[src/design/fcc_defs.vh]
// Constants for the flash charger control block.
// Assumes a 40 MHz system clock; counts derive from times in ns.
`ifndef FCC_DEFS_VH
`define FCC_DEFS_VH
// ==========================================================
// Clock
`define FCC_CLK_PERIOD_NS 25
// ==========================================================
// Times as printed
`define FCC_START_DELAY_US 12
`define FCC_STOP_DELAY_NS 20
`define FCC_DONE_DELAY_NS 400
`define FCC_FLASH_DELAY_NS 50
`define FCC_PEAK_DELAY_NS 270
`define FCC_ZERO_DELAY_NS 45
`define FCC_MAX_ON_US 100
`define FCC_MAX_OFF_US 50
// ==========================================================
// Cycle counts (typical figures, rounded down, at least one)
`define FCC_START_CYC ((`FCC_START_DELAY_US*1000)/`FCC_CLK_PERIOD_NS)
`define FCC_DONE_CYC (`FCC_DONE_DELAY_NS/`FCC_CLK_PERIOD_NS)
`define FCC_FLASH_CYC (`FCC_FLASH_DELAY_NS/`FCC_CLK_PERIOD_NS)
`define FCC_PEAK_CYC (`FCC_PEAK_DELAY_NS/`FCC_CLK_PERIOD_NS)
`define FCC_ZERO_CYC (`FCC_ZERO_DELAY_NS/`FCC_CLK_PERIOD_NS)
`define FCC_MAX_ON_CYC ((`FCC_MAX_ON_US*1000)/`FCC_CLK_PERIOD_NS)
`define FCC_MAX_OFF_CYC ((`FCC_MAX_OFF_US*1000)/`FCC_CLK_PERIOD_NS)
`define FCC_CNT_W 18
`endif

[src/design/fcc_sync.v]
// Two-stage synchroniser for a bus of asynchronous levels.
// Assumes inputs come from pins or analog comparators.
`timescale 1ns/1ps
module fcc_sync #(
    parameter W = 1
) (
    sys_clk,
    rstSync_b,
    asyncIn,
    syncOut
);
    input wire sys_clk;
    input wire rstSync_b;
    input wire [W-1:0] asyncIn;
    output reg [W-1:0] syncOut;
    reg [W-1:0] meta;
    // First stage feeds the second stage only
    always @(posedge sys_clk or negedge rstSync_b) begin
        if (!rstSync_b) begin
            meta <= {W{1'b0}};
            syncOut <= {W{1'b0}};
        end else begin
            meta <= asyncIn;
            syncOut <= meta;
        end
    end
endmodule // fcc_sync

[src/design/fcc_control.v]
// Flash charger control: enable latch, switch timing, done and flash gate.
// Assumes comparator results and host pins are asynchronous to sys_clk.
`timescale 1ns/1ps
`include "fcc_defs.vh"
module fcc_control #(
    parameter [`FCC_CNT_W-1:0] START_CYC = `FCC_START_CYC,
    parameter [`FCC_CNT_W-1:0] MAX_ON_CYC = `FCC_MAX_ON_CYC,
    parameter [`FCC_CNT_W-1:0] MAX_OFF_CYC = `FCC_MAX_OFF_CYC
) (
    sys_clk,
    rst_b,
    chargeRequest,
    flashTrigger,
    fullChargeCmp,
    zeroVoltageCmp,
    currentCmp,
    overvoltageCmp,
    primarySwitchOn,
    flashGateDrive,
    chargeDoneOut,
    chargeDoneOe,
    enableLatch,
    faultLatched
);
    input wire sys_clk;
    input wire rst_b;
    input wire chargeRequest;
    input wire flashTrigger;
    input wire fullChargeCmp;
    input wire zeroVoltageCmp;
    input wire currentCmp;
    input wire overvoltageCmp;
    output wire primarySwitchOn;
    output reg flashGateDrive;
    output wire chargeDoneOut;
    output wire chargeDoneOe;
    output reg enableLatch;
    output reg faultLatched;

    // ==========================================================
    // Reset release and input synchronisers
    reg [1:0] rstPipe;
    wire rstSync_b;
    always @(posedge sys_clk or negedge rst_b) begin
        if (!rst_b) begin
            rstPipe <= 2'h0;
        end else begin
            rstPipe <= {rstPipe[0], 1'b1};
        end
    end
    assign rstSync_b = rstPipe[1];

    wire [5:0] syncIn;
    fcc_sync #(
        .W(6)
    ) u_sync (
        .sys_clk(sys_clk),
        .rstSync_b(rstSync_b),
        .asyncIn({chargeRequest, flashTrigger, fullChargeCmp,
                  zeroVoltageCmp, currentCmp, overvoltageCmp}),
        .syncOut(syncIn)
    );
    wire reqS = syncIn[5];
    wire trigS = syncIn[4];
    wire fullS = syncIn[3];
    wire zeroS = syncIn[2];
    wire peakS = syncIn[1];
    wire ovS = syncIn[0];

    reg reqPrev;
    wire reqRise = reqS & ~reqPrev;
    wire reqFall = ~reqS & reqPrev;

    // ==========================================================
    // Switch phase machine
    localparam [1:0] ST_IDLE = 2'h0;
    localparam [1:0] ST_START = 2'h1;
    localparam [1:0] ST_ON = 2'h2;
    localparam [1:0] ST_OFF = 2'h3;
    reg [1:0] state;
    reg [1:0] next_state;
    reg [`FCC_CNT_W-1:0] phaseCnt;
    reg [`FCC_CNT_W-1:0] next_phaseCnt;
    reg [3:0] evtCnt;
    reg [3:0] next_evtCnt;
    reg [4:0] doneCnt;
    reg doneLow;
    reg [1:0] flashCnt;

    function [3:0] fccDelayStep;
        input evt;
        input [3:0] cnt;
        input [3:0] lim;
        begin
            fccDelayStep = evt ? ((cnt < lim) ? cnt + 4'h1 : cnt) : 4'h0;
        end
    endfunction

    // Counts are cut to their counter widths on purpose
    localparam integer PEAK_I = `FCC_PEAK_CYC;
    localparam integer ZERO_I = `FCC_ZERO_CYC;
    localparam integer DONE_I = `FCC_DONE_CYC;
    localparam integer FLASH_I = `FCC_FLASH_CYC;
    localparam [3:0] PEAK_CYC = PEAK_I[3:0];
    localparam [3:0] ZERO_CYC = ZERO_I[3:0];
    localparam [4:0] DONE_CYC = DONE_I[4:0];
    localparam [1:0] FLASH_CYC = FLASH_I[1:0];

    // Fault counts only while the switch really conducts, so a request
    // drop in the last ON cycle cannot latch a false fault
    wire ovTrip = primarySwitchOn & ovS;
    // Stop terms act in the same cycle; the switch output is gated
    // combinationally so a request drop cuts it within one edge.
    wire stopNow = ~reqS | fullS | faultLatched | ovTrip;

    always @* begin
        next_state = state;
        next_phaseCnt = phaseCnt + 1'b1;
        next_evtCnt = evtCnt;
        case (state)
            ST_IDLE: begin
                next_phaseCnt = {`FCC_CNT_W{1'b0}};
                next_evtCnt = 4'h0;
                if (reqRise) begin
                    next_state = ST_START;
                end
            end
            ST_START: begin
                if (phaseCnt >= START_CYC - 1'b1) begin
                    next_state = ST_ON;
                    next_phaseCnt = {`FCC_CNT_W{1'b0}};
                end
            end
            ST_ON: begin
                next_evtCnt = fccDelayStep(peakS, evtCnt, PEAK_CYC);
                if ((peakS && evtCnt >= PEAK_CYC - 4'h1) ||
                    phaseCnt >= MAX_ON_CYC - 1'b1) begin
                    next_state = ST_OFF;
                    next_phaseCnt = {`FCC_CNT_W{1'b0}};
                    next_evtCnt = 4'h0;
                end
            end
            ST_OFF: begin
                next_evtCnt = fccDelayStep(zeroS, evtCnt, ZERO_CYC);
                if ((zeroS && evtCnt >= ZERO_CYC - 4'h1) ||
                    phaseCnt >= MAX_OFF_CYC - 1'b1) begin
                    next_state = ST_ON;
                    next_phaseCnt = {`FCC_CNT_W{1'b0}};
                    next_evtCnt = 4'h0;
                end
            end
            default: begin
                next_state = ST_IDLE;
            end
        endcase
        if (state != ST_IDLE && stopNow) begin
            next_state = ST_IDLE;
        end
    end

    always @(posedge sys_clk or negedge rstSync_b) begin
        if (!rstSync_b) begin
            state <= ST_IDLE;
            phaseCnt <= {`FCC_CNT_W{1'b0}};
            evtCnt <= 4'h0;
            reqPrev <= 1'b0;
            enableLatch <= 1'b0;
            faultLatched <= 1'b0;
        end else begin
            state <= next_state;
            phaseCnt <= next_phaseCnt;
            evtCnt <= next_evtCnt;
            reqPrev <= reqS;
            // Single latch: rising edge sets, a stop event clears unless it meets a rising edge
            if (reqRise) begin
                enableLatch <= 1'b1;
            end else if (stopNow) begin
                enableLatch <= 1'b0;
            end
            // Fault holds until the next request cycle begins
            if (reqRise) begin
                faultLatched <= 1'b0;
            end else if (ovTrip) begin
                faultLatched <= 1'b1;
            end
        end
    end

    assign primarySwitchOn = (state == ST_ON) & reqS & enableLatch;

    // ==========================================================
    // Charge done indicator (open drain)
    always @(posedge sys_clk or negedge rstSync_b) begin
        if (!rstSync_b) begin
            doneCnt <= 5'h0;
            doneLow <= 1'b0;
        end else begin
            if (reqFall || reqRise) begin
                doneLow <= 1'b0;
                doneCnt <= 5'h0;
            end else if (faultLatched) begin
                doneLow <= 1'b0;
                doneCnt <= 5'h0;
            end else if (reqS && fullS) begin
                // Full clears the latch at once, so the count cannot
                // wait on it; host then times the charge
                if (doneCnt >= DONE_CYC - 5'h1) begin
                    doneLow <= 1'b1;
                end else begin
                    doneCnt <= doneCnt + 5'h1;
                end
            end else begin
                doneCnt <= 5'h0;
            end
        end
    end
    assign chargeDoneOut = 1'b0;
    assign chargeDoneOe = doneLow & ~faultLatched;

    // ==========================================================
    // Flash gate drive, a short filter standing for the gate delay
    always @(posedge sys_clk or negedge rstSync_b) begin
        if (!rstSync_b) begin
            flashGateDrive <= 1'b0;
            flashCnt <= 2'h0;
        end else if (reqS) begin
            flashGateDrive <= 1'b0;
            flashCnt <= 2'h0;
        end else if (trigS != flashGateDrive) begin
            if (flashCnt >= FLASH_CYC - 2'h1) begin
                flashGateDrive <= trigS;
                flashCnt <= 2'h0;
            end else begin
                flashCnt <= flashCnt + 2'h1;
            end
        end else begin
            flashCnt <= 2'h0;
        end
    end
endmodule // fcc_control

[config.mk]
export PLATFORM = sky130hd
export DESIGN_NAME = fcc_control
export DESIGN_NICKNAME = d
export VERILOG_FILES = /design/src/design/fcc_sync.v /design/src/design/fcc_control.v
export VERILOG_INCLUDE_DIRS = /design/src /design/src/design
export SDC_FILE = /design/constraint.sdc
export NUM_CORES = 1
export LEC_CHECK = 0
export BUFFER_PORTS_ARGS = -buffer_cell sky130_fd_sc_hd__buf_4
export CAP_MARGIN = 0
export CORE_MARGIN = 2
export CORE_UTILIZATION = 45
export CTS_BUF_LIST = sky130_fd_sc_hd__clkbuf_4 sky130_fd_sc_hd__clkbuf_8
export DETAILED_ROUTE_END_ITERATION = 8
export HOLD_SLACK_MARGIN = 0.08
export PLACE_DENSITY_LB_ADDON = 0.15
export SYNTH_ARGS = -nofsm -noshare
export SYNTH_HDL_FRONTEND = slang
export SYNTH_HIERARCHICAL = 1
export SYNTH_SLANG_ARGS = --single-unit
[constraint.sdc]
create_clock -name sys_clk -period 2.5 [get_ports sys_clk]
set_clock_uncertainty 0.2 [all_clocks]
set_input_delay 0.25 -clock sys_clk [delete_from_list [all_inputs] [get_ports sys_clk]]
set_output_delay 0.25 -clock sys_clk [all_outputs]
set_load 0.02 [all_outputs]
=== After elaboration in Yosys (flattened, before gate mapping) ===
Index checks and enable logic that the tools add are counted.

* Register bits after elaboration: 50
* Input bits: 8
* Output and inout bits: 6
* Logic and storage cells: 104

* $add $sub $neg: 4
* Magnitude comparators: 9
* Eq/ne operators: 11
* Muxes and demuxes: 35
* Bitwise operators: 12
* Reductions and logical operators: 20

{| class="wikitable"
|+ Operators by type and width
! cell !! number
|-
| case mux 18 bit (4 select lines) || 1
|-
| two-way mux 18 bit || 3
|-
| two-way mux 4 bit || 6
|-
| two-way mux 5 bit || 4
|-
| adder 18 x 1 -> 18 bit, second input constant || 1
|-
| greater-or-equal comparator 18 x 11 -> 1 bit, second input constant || 1
|-
| greater-or-equal comparator 18 x 12 -> 1 bit, second input constant || 1
|-
| greater-or-equal comparator 18 x 9 -> 1 bit, second input constant || 1
|-
| two-way mux 2 bit || 8
|-
| != test 3 bit, second input constant || 4
|-
| != test 4 bit, second input constant || 3
|-
| case mux 4 bit (3 select lines) || 1
|-
| two-way mux 1 bit || 11
|-
| nonzero test 2 bit || 5
|-
| nonzero test 3 bit || 3
|-
| case mux 2 bit (4 select lines) || 1
|-
| bitwise AND 1 bit || 6
|-
| adder 5 x 1 -> 5 bit, second input constant || 1
|-
| greater-or-equal comparator 5 x 4 -> 1 bit, second input constant || 1
|-
| adder 4 x 1 -> 4 bit, second input constant || 1
|-
| == test 2 bit, second input constant || 2
|-
| greater-or-equal comparator 4 x 1 -> 1 bit, second input constant || 1
|-
| greater-or-equal comparator 4 bit, second input constant || 1
|-
| logical AND 1 bit || 4
|-
| other kinds (13) || 20
|}

=== Logic depth before layout (Yosys ltp) ===
Gate-level depths: netlist of run 1.

* Depth after elaboration: 8
* Depth in mapped cells: 8
* Depth with buffers taken out: 8

=== By module ===
Netlist of run 1, hierarchy kept.

{| class="wikitable"
|+ Modules (own cells, without submodules)
! module !! times used !! cells each !! area an instance (um2) !! sequential area each (um2)
|-
| fcc_control || 1 || 170 || 1814.2 || 950.9
|-
| fcc_sync || 1 || 12 || 300.3 || 300.3
|}

=== Least setup slack after synthesis of run 1 ===
Ideal clock, no wire load.

* Path type: register -> register
* Start point: register phaseCnt[0]
* End point: register state[0]
* Arrival: 1.549 ns
* Required time: 2.182 ns
* Slack: 0.633 ns
* Stages on the path, launching flop included: 7
* Path buffers: 0
* Clock period less this slack: 1.867 ns
* Path through: dfrtp_1 ha_1 a41oi_2 a211oi_2 nor2_2 o311a_1 a21o_1

* Word-level cells in the longest chain between the ends: 4
* Elaborated cells on any way between the ends: 9

{| class="wikitable"
|+ Ends and longest elaborated chain
! item !! line !! source
|-
| from (decl) || fcc_control.v:82 || <nowiki>reg [`FCC_CNT_W-1:0] phaseCnt;</nowiki>
|-
| from (signal assigned) || fcc_control.v:164 || <nowiki>phaseCnt <= {`FCC_CNT_W{1'b0}};</nowiki>
|-
| from (signal assigned) || fcc_control.v:171 || <nowiki>phaseCnt <= next_phaseCnt;</nowiki>
|-
| greater-or-equal comparator 18 x 11 -> 1 bit / greater-or-equal comparator 18 x 12 -> 1 bit (equally long branches) || fcc_control.v:146, fcc_control.v:137 ||
|-
| logical OR 1 bit (on tied branches) || fcc_control.v:145, fcc_control.v:136 ||
|-
| != test 3 bit (no line) || n/a ||
|-
| AND reduction 4 bit (no line) (*) || n/a ||
|-
| to (signal assigned) || fcc_control.v:170 || <nowiki>state <= next_state;</nowiki>
|-
| to (decl) || fcc_control.v:80 || <nowiki>reg [1:0] state;</nowiki>
|}

Mark *: on every way between the ends. The rest lies on a longest branch, timed or not.
A chain may end at the register's enable or synchronous reset.

=== Final worst setup path of run 1 ===
* Start point: register phaseCnt[0]
* End point: register phaseCnt[9]

* Word-level cells in the longest chain between the ends: 4
* Elaborated cells on any way between the ends: 10

{| class="wikitable"
|+ Ends and longest elaborated chain
! item !! line !! source
|-
| greater-or-equal comparator 18 x 11 -> 1 bit / greater-or-equal comparator 18 x 12 -> 1 bit (equally long branches) || fcc_control.v:146, fcc_control.v:137 ||
|-
| logical OR 1 bit (on tied branches) || fcc_control.v:145, fcc_control.v:136 ||
|-
| two-way mux 18 bit (on tied branches) || fcc_control.v:145, fcc_control.v:136 ||
|-
| case mux 18 bit (4 select lines) (*) || fcc_control.v:120 || <nowiki>case (state)</nowiki>
|-
| net next_phaseCnt[9] || fcc_control.v:83 || <nowiki>reg [`FCC_CNT_W-1:0] next_phaseCnt;</nowiki>
|}

The timed path passes the listed nets; every way through them passes the cells marked *.

==> impl_results.md, run 1 <==
- Status: finished clean
- Final period util: 0.8703
- Synth Instances: 182
- Tightest Hold Check Type: flop to flop
- Compound-Gate Fraction of Synth Area: 0.09231
- Worst Tran Pin Value: 0.5405 ns
- CP Data Required Time: 2.46 ns
- Fmax: 0.4596 GHz
- Total number of H-tree levels: 2
- I/O Buffers: 12
- Instance area after placement: 0.002290 mm2
- Final Instance Area: 0.002520 mm2
- Post-synth EDFFs: 0
- Yosys reg bits: 50
- WL final: 3.499 mm
- Final min period: 2.176 ns
- Critical Path Source Type: flop
- Initial antenna violation count: 0
- Max-slew headroom: 0.6385
- Initial core utilization: 0.4758
- Synth Area in XOR/XNOR: 0.05385
- Fraction of the mapped netlist area in simple logic gates: 0.1769
- Pleak: 1.115 nW
- Setup_tns: 0 ns
- Layout area overhead: 19.17%
- Top_reg_cell synth: dfrtp_1
- Clk buf depth: 2
- Final Power: 1.500 mW
- Post-synth top area share: 0.5917
- First-pass GRT wire length: 6.216 mm
- Post-Synth Adder-Cell Area: 0.04734
- Vias in the first global route: 1420
- TritonCTS Buffers: 5
- Setup violators final: 0
- Mux cell area share after synthesis: 0.009467
- Clock input transition at the sequential cells of the worst setup and hold paths: 0.09 ns
- Most frequent cells in the layout: 49 x dfrtp_1, 26 x nor2_1, 14 x buf_4
- GRT Residual Overflow: 0
- Starting DRT DRC Count: 64
- Pin count of the biggest net entering global routing: 22
- Register area share after synthesis: 0.5917
- Root Driver: clkbuf_8
- Hold_ws: 0.1523 ns
- Share of cells above drive strength 1: 0.1461
- Commonest non-fill, non-tap cell in the layout: dfrtp_1
- Worst EP arrival: 2.14 ns
- Clock latency on the worst-skew pair: slightly below 0.3 ns
- HPWL after detailed placement: ~2.5 mm
- DR vias/cell: a little over 5
- Setup ws final: 0.3242 ns
- DRT Pass-1 Iters: 4
- GRT Total Usage: 0.1504
- CP max FO: 13
- Largest family of logic cells by synthesized area: simple AND/OR/NAND/NOR gates
- TritonCTS clock tree: built
- Syn Std Cell Area: approximately 0.0021 mm2
- Pwr dens: 595.1 mW/mm2
- # DRC: 0
- Die Span Y: 72.55 um
- Final hold violation count: 0
- Syn_area_per_cell: between 10 and 15 um2
- Clock sink count: 50
- Avg WL per Cell: 12.91 um
- Crit end category: flop
- Standard-cell rows: 24
- RSZ-0062 raised after global routing: false
- WS Path Type: flop to flop
- Cell taking the most area after synthesis: dfrtp_1
- Post-synth ARST share: 1.000
- Synth cell types: 42
- Final Net Count: 234
- Synth top area cells: dfrtp_1 59%, ha_1 4.7%, nor2_1 4.6%, xnor2_1 3.3%, xor2_1 2.1%
- Synth Warn #: 6
- Fillers: 395
- Die area: 0.005264 mm2
- Worst vdd ir: 0.0004741 V
- Slew Viols, Final: 0
- # diodes: 0
- Gpl congestion: 0.8170
- I/O Pins: 14
- Vias: ~1.4k
- Core Area: approximately 0.0044 mm2
- Antenna-violating nets left: 0
- Max Cap Viol: 0
- Die Wd: 72.55 um
- Post-Place Worst Slack: 0.1193 ns
## through the flow
step,util,cells
4_1_cts,0.5656,271
3_3_place_gp,0.5152,252
2_1_floorplan,-,188
5_1_grt,0.5670,271
6_report,0.5670,271
3_5_place_dp,0.5152,252
## Yosys cell counts (2+ instances only)
| library cell | count |
|---|---|
| and2_1 | 2 |
| conb_1 | 2 |
| o21ai_0 | 3 |
| mux2i_1 | 2 |
| a41oi_1 | 3 |
| a21oi_1 | 5 |
| xnor2_1 | 8 |
| o2111ai_1 | 2 |
| dfrtp_1 | 50 |
| inv_1 | 9 |
| o211ai_1 | 2 |
| ha_1 | 8 |
| xor2_1 | 5 |
| a21o_1 | 2 |
| and3_1 | 3 |
| nor3_1 | 2 |
| nor2_1 | 26 |
| nor2_2 | 2 |
| nor3b_1 | 2 |
| nand3_1 | 7 |
| nor2b_1 | 6 |
| nand2_1 | 11 |
## where the power goes
part,switching [mW],internal (mW)
Sequential,0.0175,0.834
Combinational,0.0438,0.0421
Clock,0.253,0.309
Total,0.314,1.19
## area by class of cell
| cell class | count | area, um2 | area share |
|---|---|---|---|
| multi-input combinational | 127 | 839.6 | 0.3332 |
| sequential | 50 | 1252 | 0.4970 |
| clock buffer | 6 | 76.32 | 0.03029 |
| clock inverter | 2 | 37.54 | 0.01490 |
| inverter | 9 | 33.78 | 0.01341 |
| tap | 52 | 65.06 | 0.02582 |
| timing repair buffer | 25 | 215.2 | 0.08540 |
## worst paths after layout
kind / startpoint / end / slack [ns] / cells after the start
min in group asynchronous: rstPipe[1] / phaseCnt[7] / 0.60 / 1
max in group asynchronous: rstPipe[1] / u_sync/meta[1] / 1.14 / 1
worst max register to register: phaseCnt[0] / phaseCnt[9] / 0.32 / 6
worst max-delay path: phaseCnt[0] / phaseCnt[9] / 0.32 / 6
worst min register to register: u_sync/meta[0] / u_sync/syncOut[0] / 0.15 / 0
worst min-delay path: u_sync/meta[0] / u_sync/syncOut[0] / 0.15 / 0
## routing by layer
metal	track usage	vias to the layer above	routed length, um	share of wire
met5	0	-	0	0
met4	0.04733	0	48	0.014
met3	0.04028	6	112	0.032
met2	0.2556	17	1734	0.50
met1	0.1874	682	1603	0.46
li1	-	688	-	-
## critical path, stage by stage, from the launching register on
cell	delay, ns
dfrtp_1	0.40
ha_1	0.26
a41oi_2	0.18
a211oi_2	0.32
nor2_2	0.14
nor3_4	0.44
nor2_1	0.11
## cell families after synthesis
| family | count (synthesis) |
|---|---|
| simple gates | 71 |
| flops | 50 |
| fa+ha+maj | 8 |
| mux | 2 |
| buf+inv | 11 |
| other cells | 2 |
| compound gates | 25 |
| xor+xnor | 13 |
## registers in the layout (all words and copies together) (netlist names)
name,flops
enableLatch,1
doneLow,1
flashCnt,2
u_sync/meta,6
rstPipe,2
reqPrev,1
u_sync/syncOut,6
evtCnt,4
doneCnt,5
state,2
faultLatched,1
flashGateDrive,1
phaseCnt,18
## what timing repair did
item	in CTS	in global routing
hold endpoints to repair	21	0
setup endpoints to repair	0	12
resized for setup	0	1
hold buffers	11	0
buffers inserted	0	0
Note: power is estimated with default switching activity, not from simulation.
==> inputs of run 2 (changes only) <==
--- a/config.mk
+++ b/config.mk
@@ -6,6 +6,7 @@
 export SDC_FILE = /design/constraint.sdc
 export NUM_CORES = 1
 export LEC_CHECK = 0
+export ABC_AREA = 1
 export BUFFER_PORTS_ARGS = -buffer_cell sky130_fd_sc_hd__buf_4
 export CAP_MARGIN = 0
 export CORE_MARGIN = 2
==> impl_results.md, run 2 <==
- Worst Tran Pin Value: 0.8147 ns
- Post-synth ARST share: 1.000
- CP Data Required Time: 2.50 ns
- Cell Int Power: around 1.3 mW
- TritonCTS Buffers: 5
- # diodes: 0
- Status: finished clean
- PostCTS Resize Cnt: 0
- Synth cell types: 25
- Switching Fraction: 0.2258
- Root Driver: clkbuf_8
- Psw: slightly below 0.4 mW
- Synth top cells by count: 50 x dfrtp_1, 49 x nand2_1, 41 x nor2_1, 36 x inv_1, 16 x nand3_1
- Pwr dens: 640.3 mW/mm2
- Gpl congestion: 0.7740
- Antenna-violating nets left: 0
- # DRC: 0
- Initial antenna violation count: 0
- Final cell utilization of the core: 0.5655
- TritonCTS clock tree: built
- Worst EP arrival: 1.85 ns
- Die Span Y: between 70 and 80 um
- Syn_area_per_cell: 8.882 um2
- Clk buf depth: 2
- Pleak: between 1 and 1.5 nW
- GRT Total Usage: 0.1594
- Post-Place Worst Slack: 0.6655 ns
- Standard-cell rows: 25
- Core Area: approximately 0.0048 mm2
- Synth Warn #: 6
- Register area share after synthesis: 0.5568
- Top flop regs: phaseCnt: 18 flops, u_sync/meta: 6 flops, u_sync/syncOut: 6 flops
- Pin count of the biggest net entering global routing: 31
- Synth Instances: about 250
- Top_reg_cell synth: dfrtp_1
- Initial core utilization: 0.4726
- Die Wd: between 70 and 80 um
- Critical Path Source Type: flop
- Setup violators final: 0
- Register share of total power: 0.501
- DR vias/cell: approximately 4.5
- Synth top area cells: dfrtp_1 56%, nand2_1 8.2%, nor2_1 6.8%, inv_1 6.0%, ha_1 4.5%
- Share of cells above drive strength 1: 0.1076
- Final period util: 0.7414
- Final Power: between 1.5 and 2 mW
- Gate power share: 0.098
- CP max FO: 7
- Slew Viols, Final: 0
- Count leader, synth: dfrtp_1
- Fillers: approximately 440
- Final min period: 1.854 ns
- Max-slew headroom: 0.4551
- Setup_tns: 0 ns
- Most frequent cells in the layout: 49 x nand2_1, 49 x dfrtp_1, 41 x nor2_1
- Syn Std Cell Area: 0.002247 mm2
- Post-synth EDFFs: 0
- WS Path Type: flop to flop
- Most flops, register: phaseCnt
- Crit end category: flop
- DRT Pass-1 Iters: 4
- Vias: 1607
- Yosys reg bits: 50
- Worst vdd ir: 0.0005359 V
- Final Net Count: 303
- Clock share of power: 0.401
- Die area: 0.005575 mm2
- Fmax: 0.5395 GHz
- I/O Pins: 14
- Post-synth top area share: 0.5568
- Max FFs per register: 18
- Cell taking the most area after synthesis: dfrtp_1
- HPWL after detailed placement: 2.648 mm
- Layout area overhead: 19.65%
- GRT Residual Overflow: 0
- Total number of H-tree levels: 2
- Setup ws final: 0.6465 ns
- Vias in the first global route: roughly 1.5k
- Starting DRT DRC Count: 115
- Clock sink count: 50
- Clock latency on the worst-skew pair: 0.30 ns
- Clock input transition at the sequential cells of the worst setup and hold paths: roughly 0.09 ns
- RSZ-0062 raised after global routing: false
- First-pass GRT wire length: 6.672 mm
- I/O Buffers: 12
- Final hold violation count: 0
- Avg WL per Cell: 10.81 um
- WL final: approximately 3.8 mm
- Tightest Hold Check Type: flop to flop
- Max Cap Viol: 0
-- run 2: cell types whose count changed after synthesis, moves of 4 or more --
cell	before	now
nand3_1	7	16
nor3_1	2	6
nand2_1	11	49
inv_1	9	36
nand4_1	1	7
nor2b_1	6	0
o21ai_0	3	10
nor2_1	26	41
xnor2_1	8	3
nand2_2	0	4
-- run 2: worst paths after layout --
| check | startpoint | to | slack [ns] | cells past startpoint |
|---|---|---|---|---|
| min in group asynchronous | rst_b | rstPipe[0] | 0.60 | 3 |
| worst max-delay path | evtCnt[0] | evtCnt[3] | 0.65 | 11 |
| worst max register to register | evtCnt[0] | evtCnt[3] | 0.65 | 11 |
| max in group asynchronous | rstPipe[1] | phaseCnt[17] | 0.87 | 1 |
| worst min-delay path | u_sync/meta[5] | u_sync/syncOut[5] | 0.15 | 0 |
| worst min register to register | u_sync/meta[5] | u_sync/syncOut[5] | 0.15 | 0 |
-- run 2: per-layer routing --
layer  routed length, um  track usage
met5                   0            0
met1                1827       0.2118
met3                 121      0.04284
met4                  54      0.05952
met2                1833       0.2527
-- run 2: power by group through the flow --
stage	combinational (mW)	sequential (mW)	clock (mW)
final	0.168	0.863	0.690
after CTS	0.170	0.863	0.711
after global routing	0.197	0.869	0.744
after global placement	0.148	0.885	0
after detailed placement	0.149	0.885	0
after floorplan	0.101	0.889	0
-- run 2: cells by family after synthesis --
group                      count (synthesis)  synth area share
and+or+nand+nor                          128            0.2489
DFF                                       50            0.5568
buffers and inverters                     38           0.06849
AOI/OAI and AO/OA                         20           0.05067
adders and majority gates                  8           0.04455
xor gates and xnor gates                   7           0.02728
other                                      2          0.003342
-- run 2: repair_timing --
action / 4_1_cts / 5_1_grt
buffers inserted: 0 / 0
hold buffers: 10 / 0
hold endpoints to repair: 26 / 0
-- run 2: final cells by class --
cell class	count	area, um2	area share
Clock buffer	6	82.58	0.03071
Clock inverter	2	60.06	0.02234
Inverter	36	135.1	0.05026
Multi-Input combinational cell	171	864.6	0.3215
Sequential cell	50	1252	0.4658
Tap cell	67	83.83	0.03118
Timing Repair Buffer	23	210.2	0.07818
-- run 2: per-stage QoR --
stage | hold WS [ns] | cells | instance area [um2]
after floorplan | -0.2456 | 259 | 2270
after global placement | -0.1666 | 337 | 2446
after detailed placement | -0.1666 | 337 | 2446
after CTS | 0.1547 | 355 | 2689
after global routing | 0.1589 | 355 | 2689
final | 0.1520 | 355 | 2689
-- run 2: worst max-delay path, stage by stage, from the launching register on --
cell	delay, ns
dfrtp_1	0.46
inv_1	0.09
ha_1	0.15
nand2_1	0.06
o21bai_2	0.17
nand2_2	0.08
nor2_4	0.12
nand3_1	0.10
nand2_2	0.13
inv_1	0.07
nand2_1	0.07
nand2_1	0.05
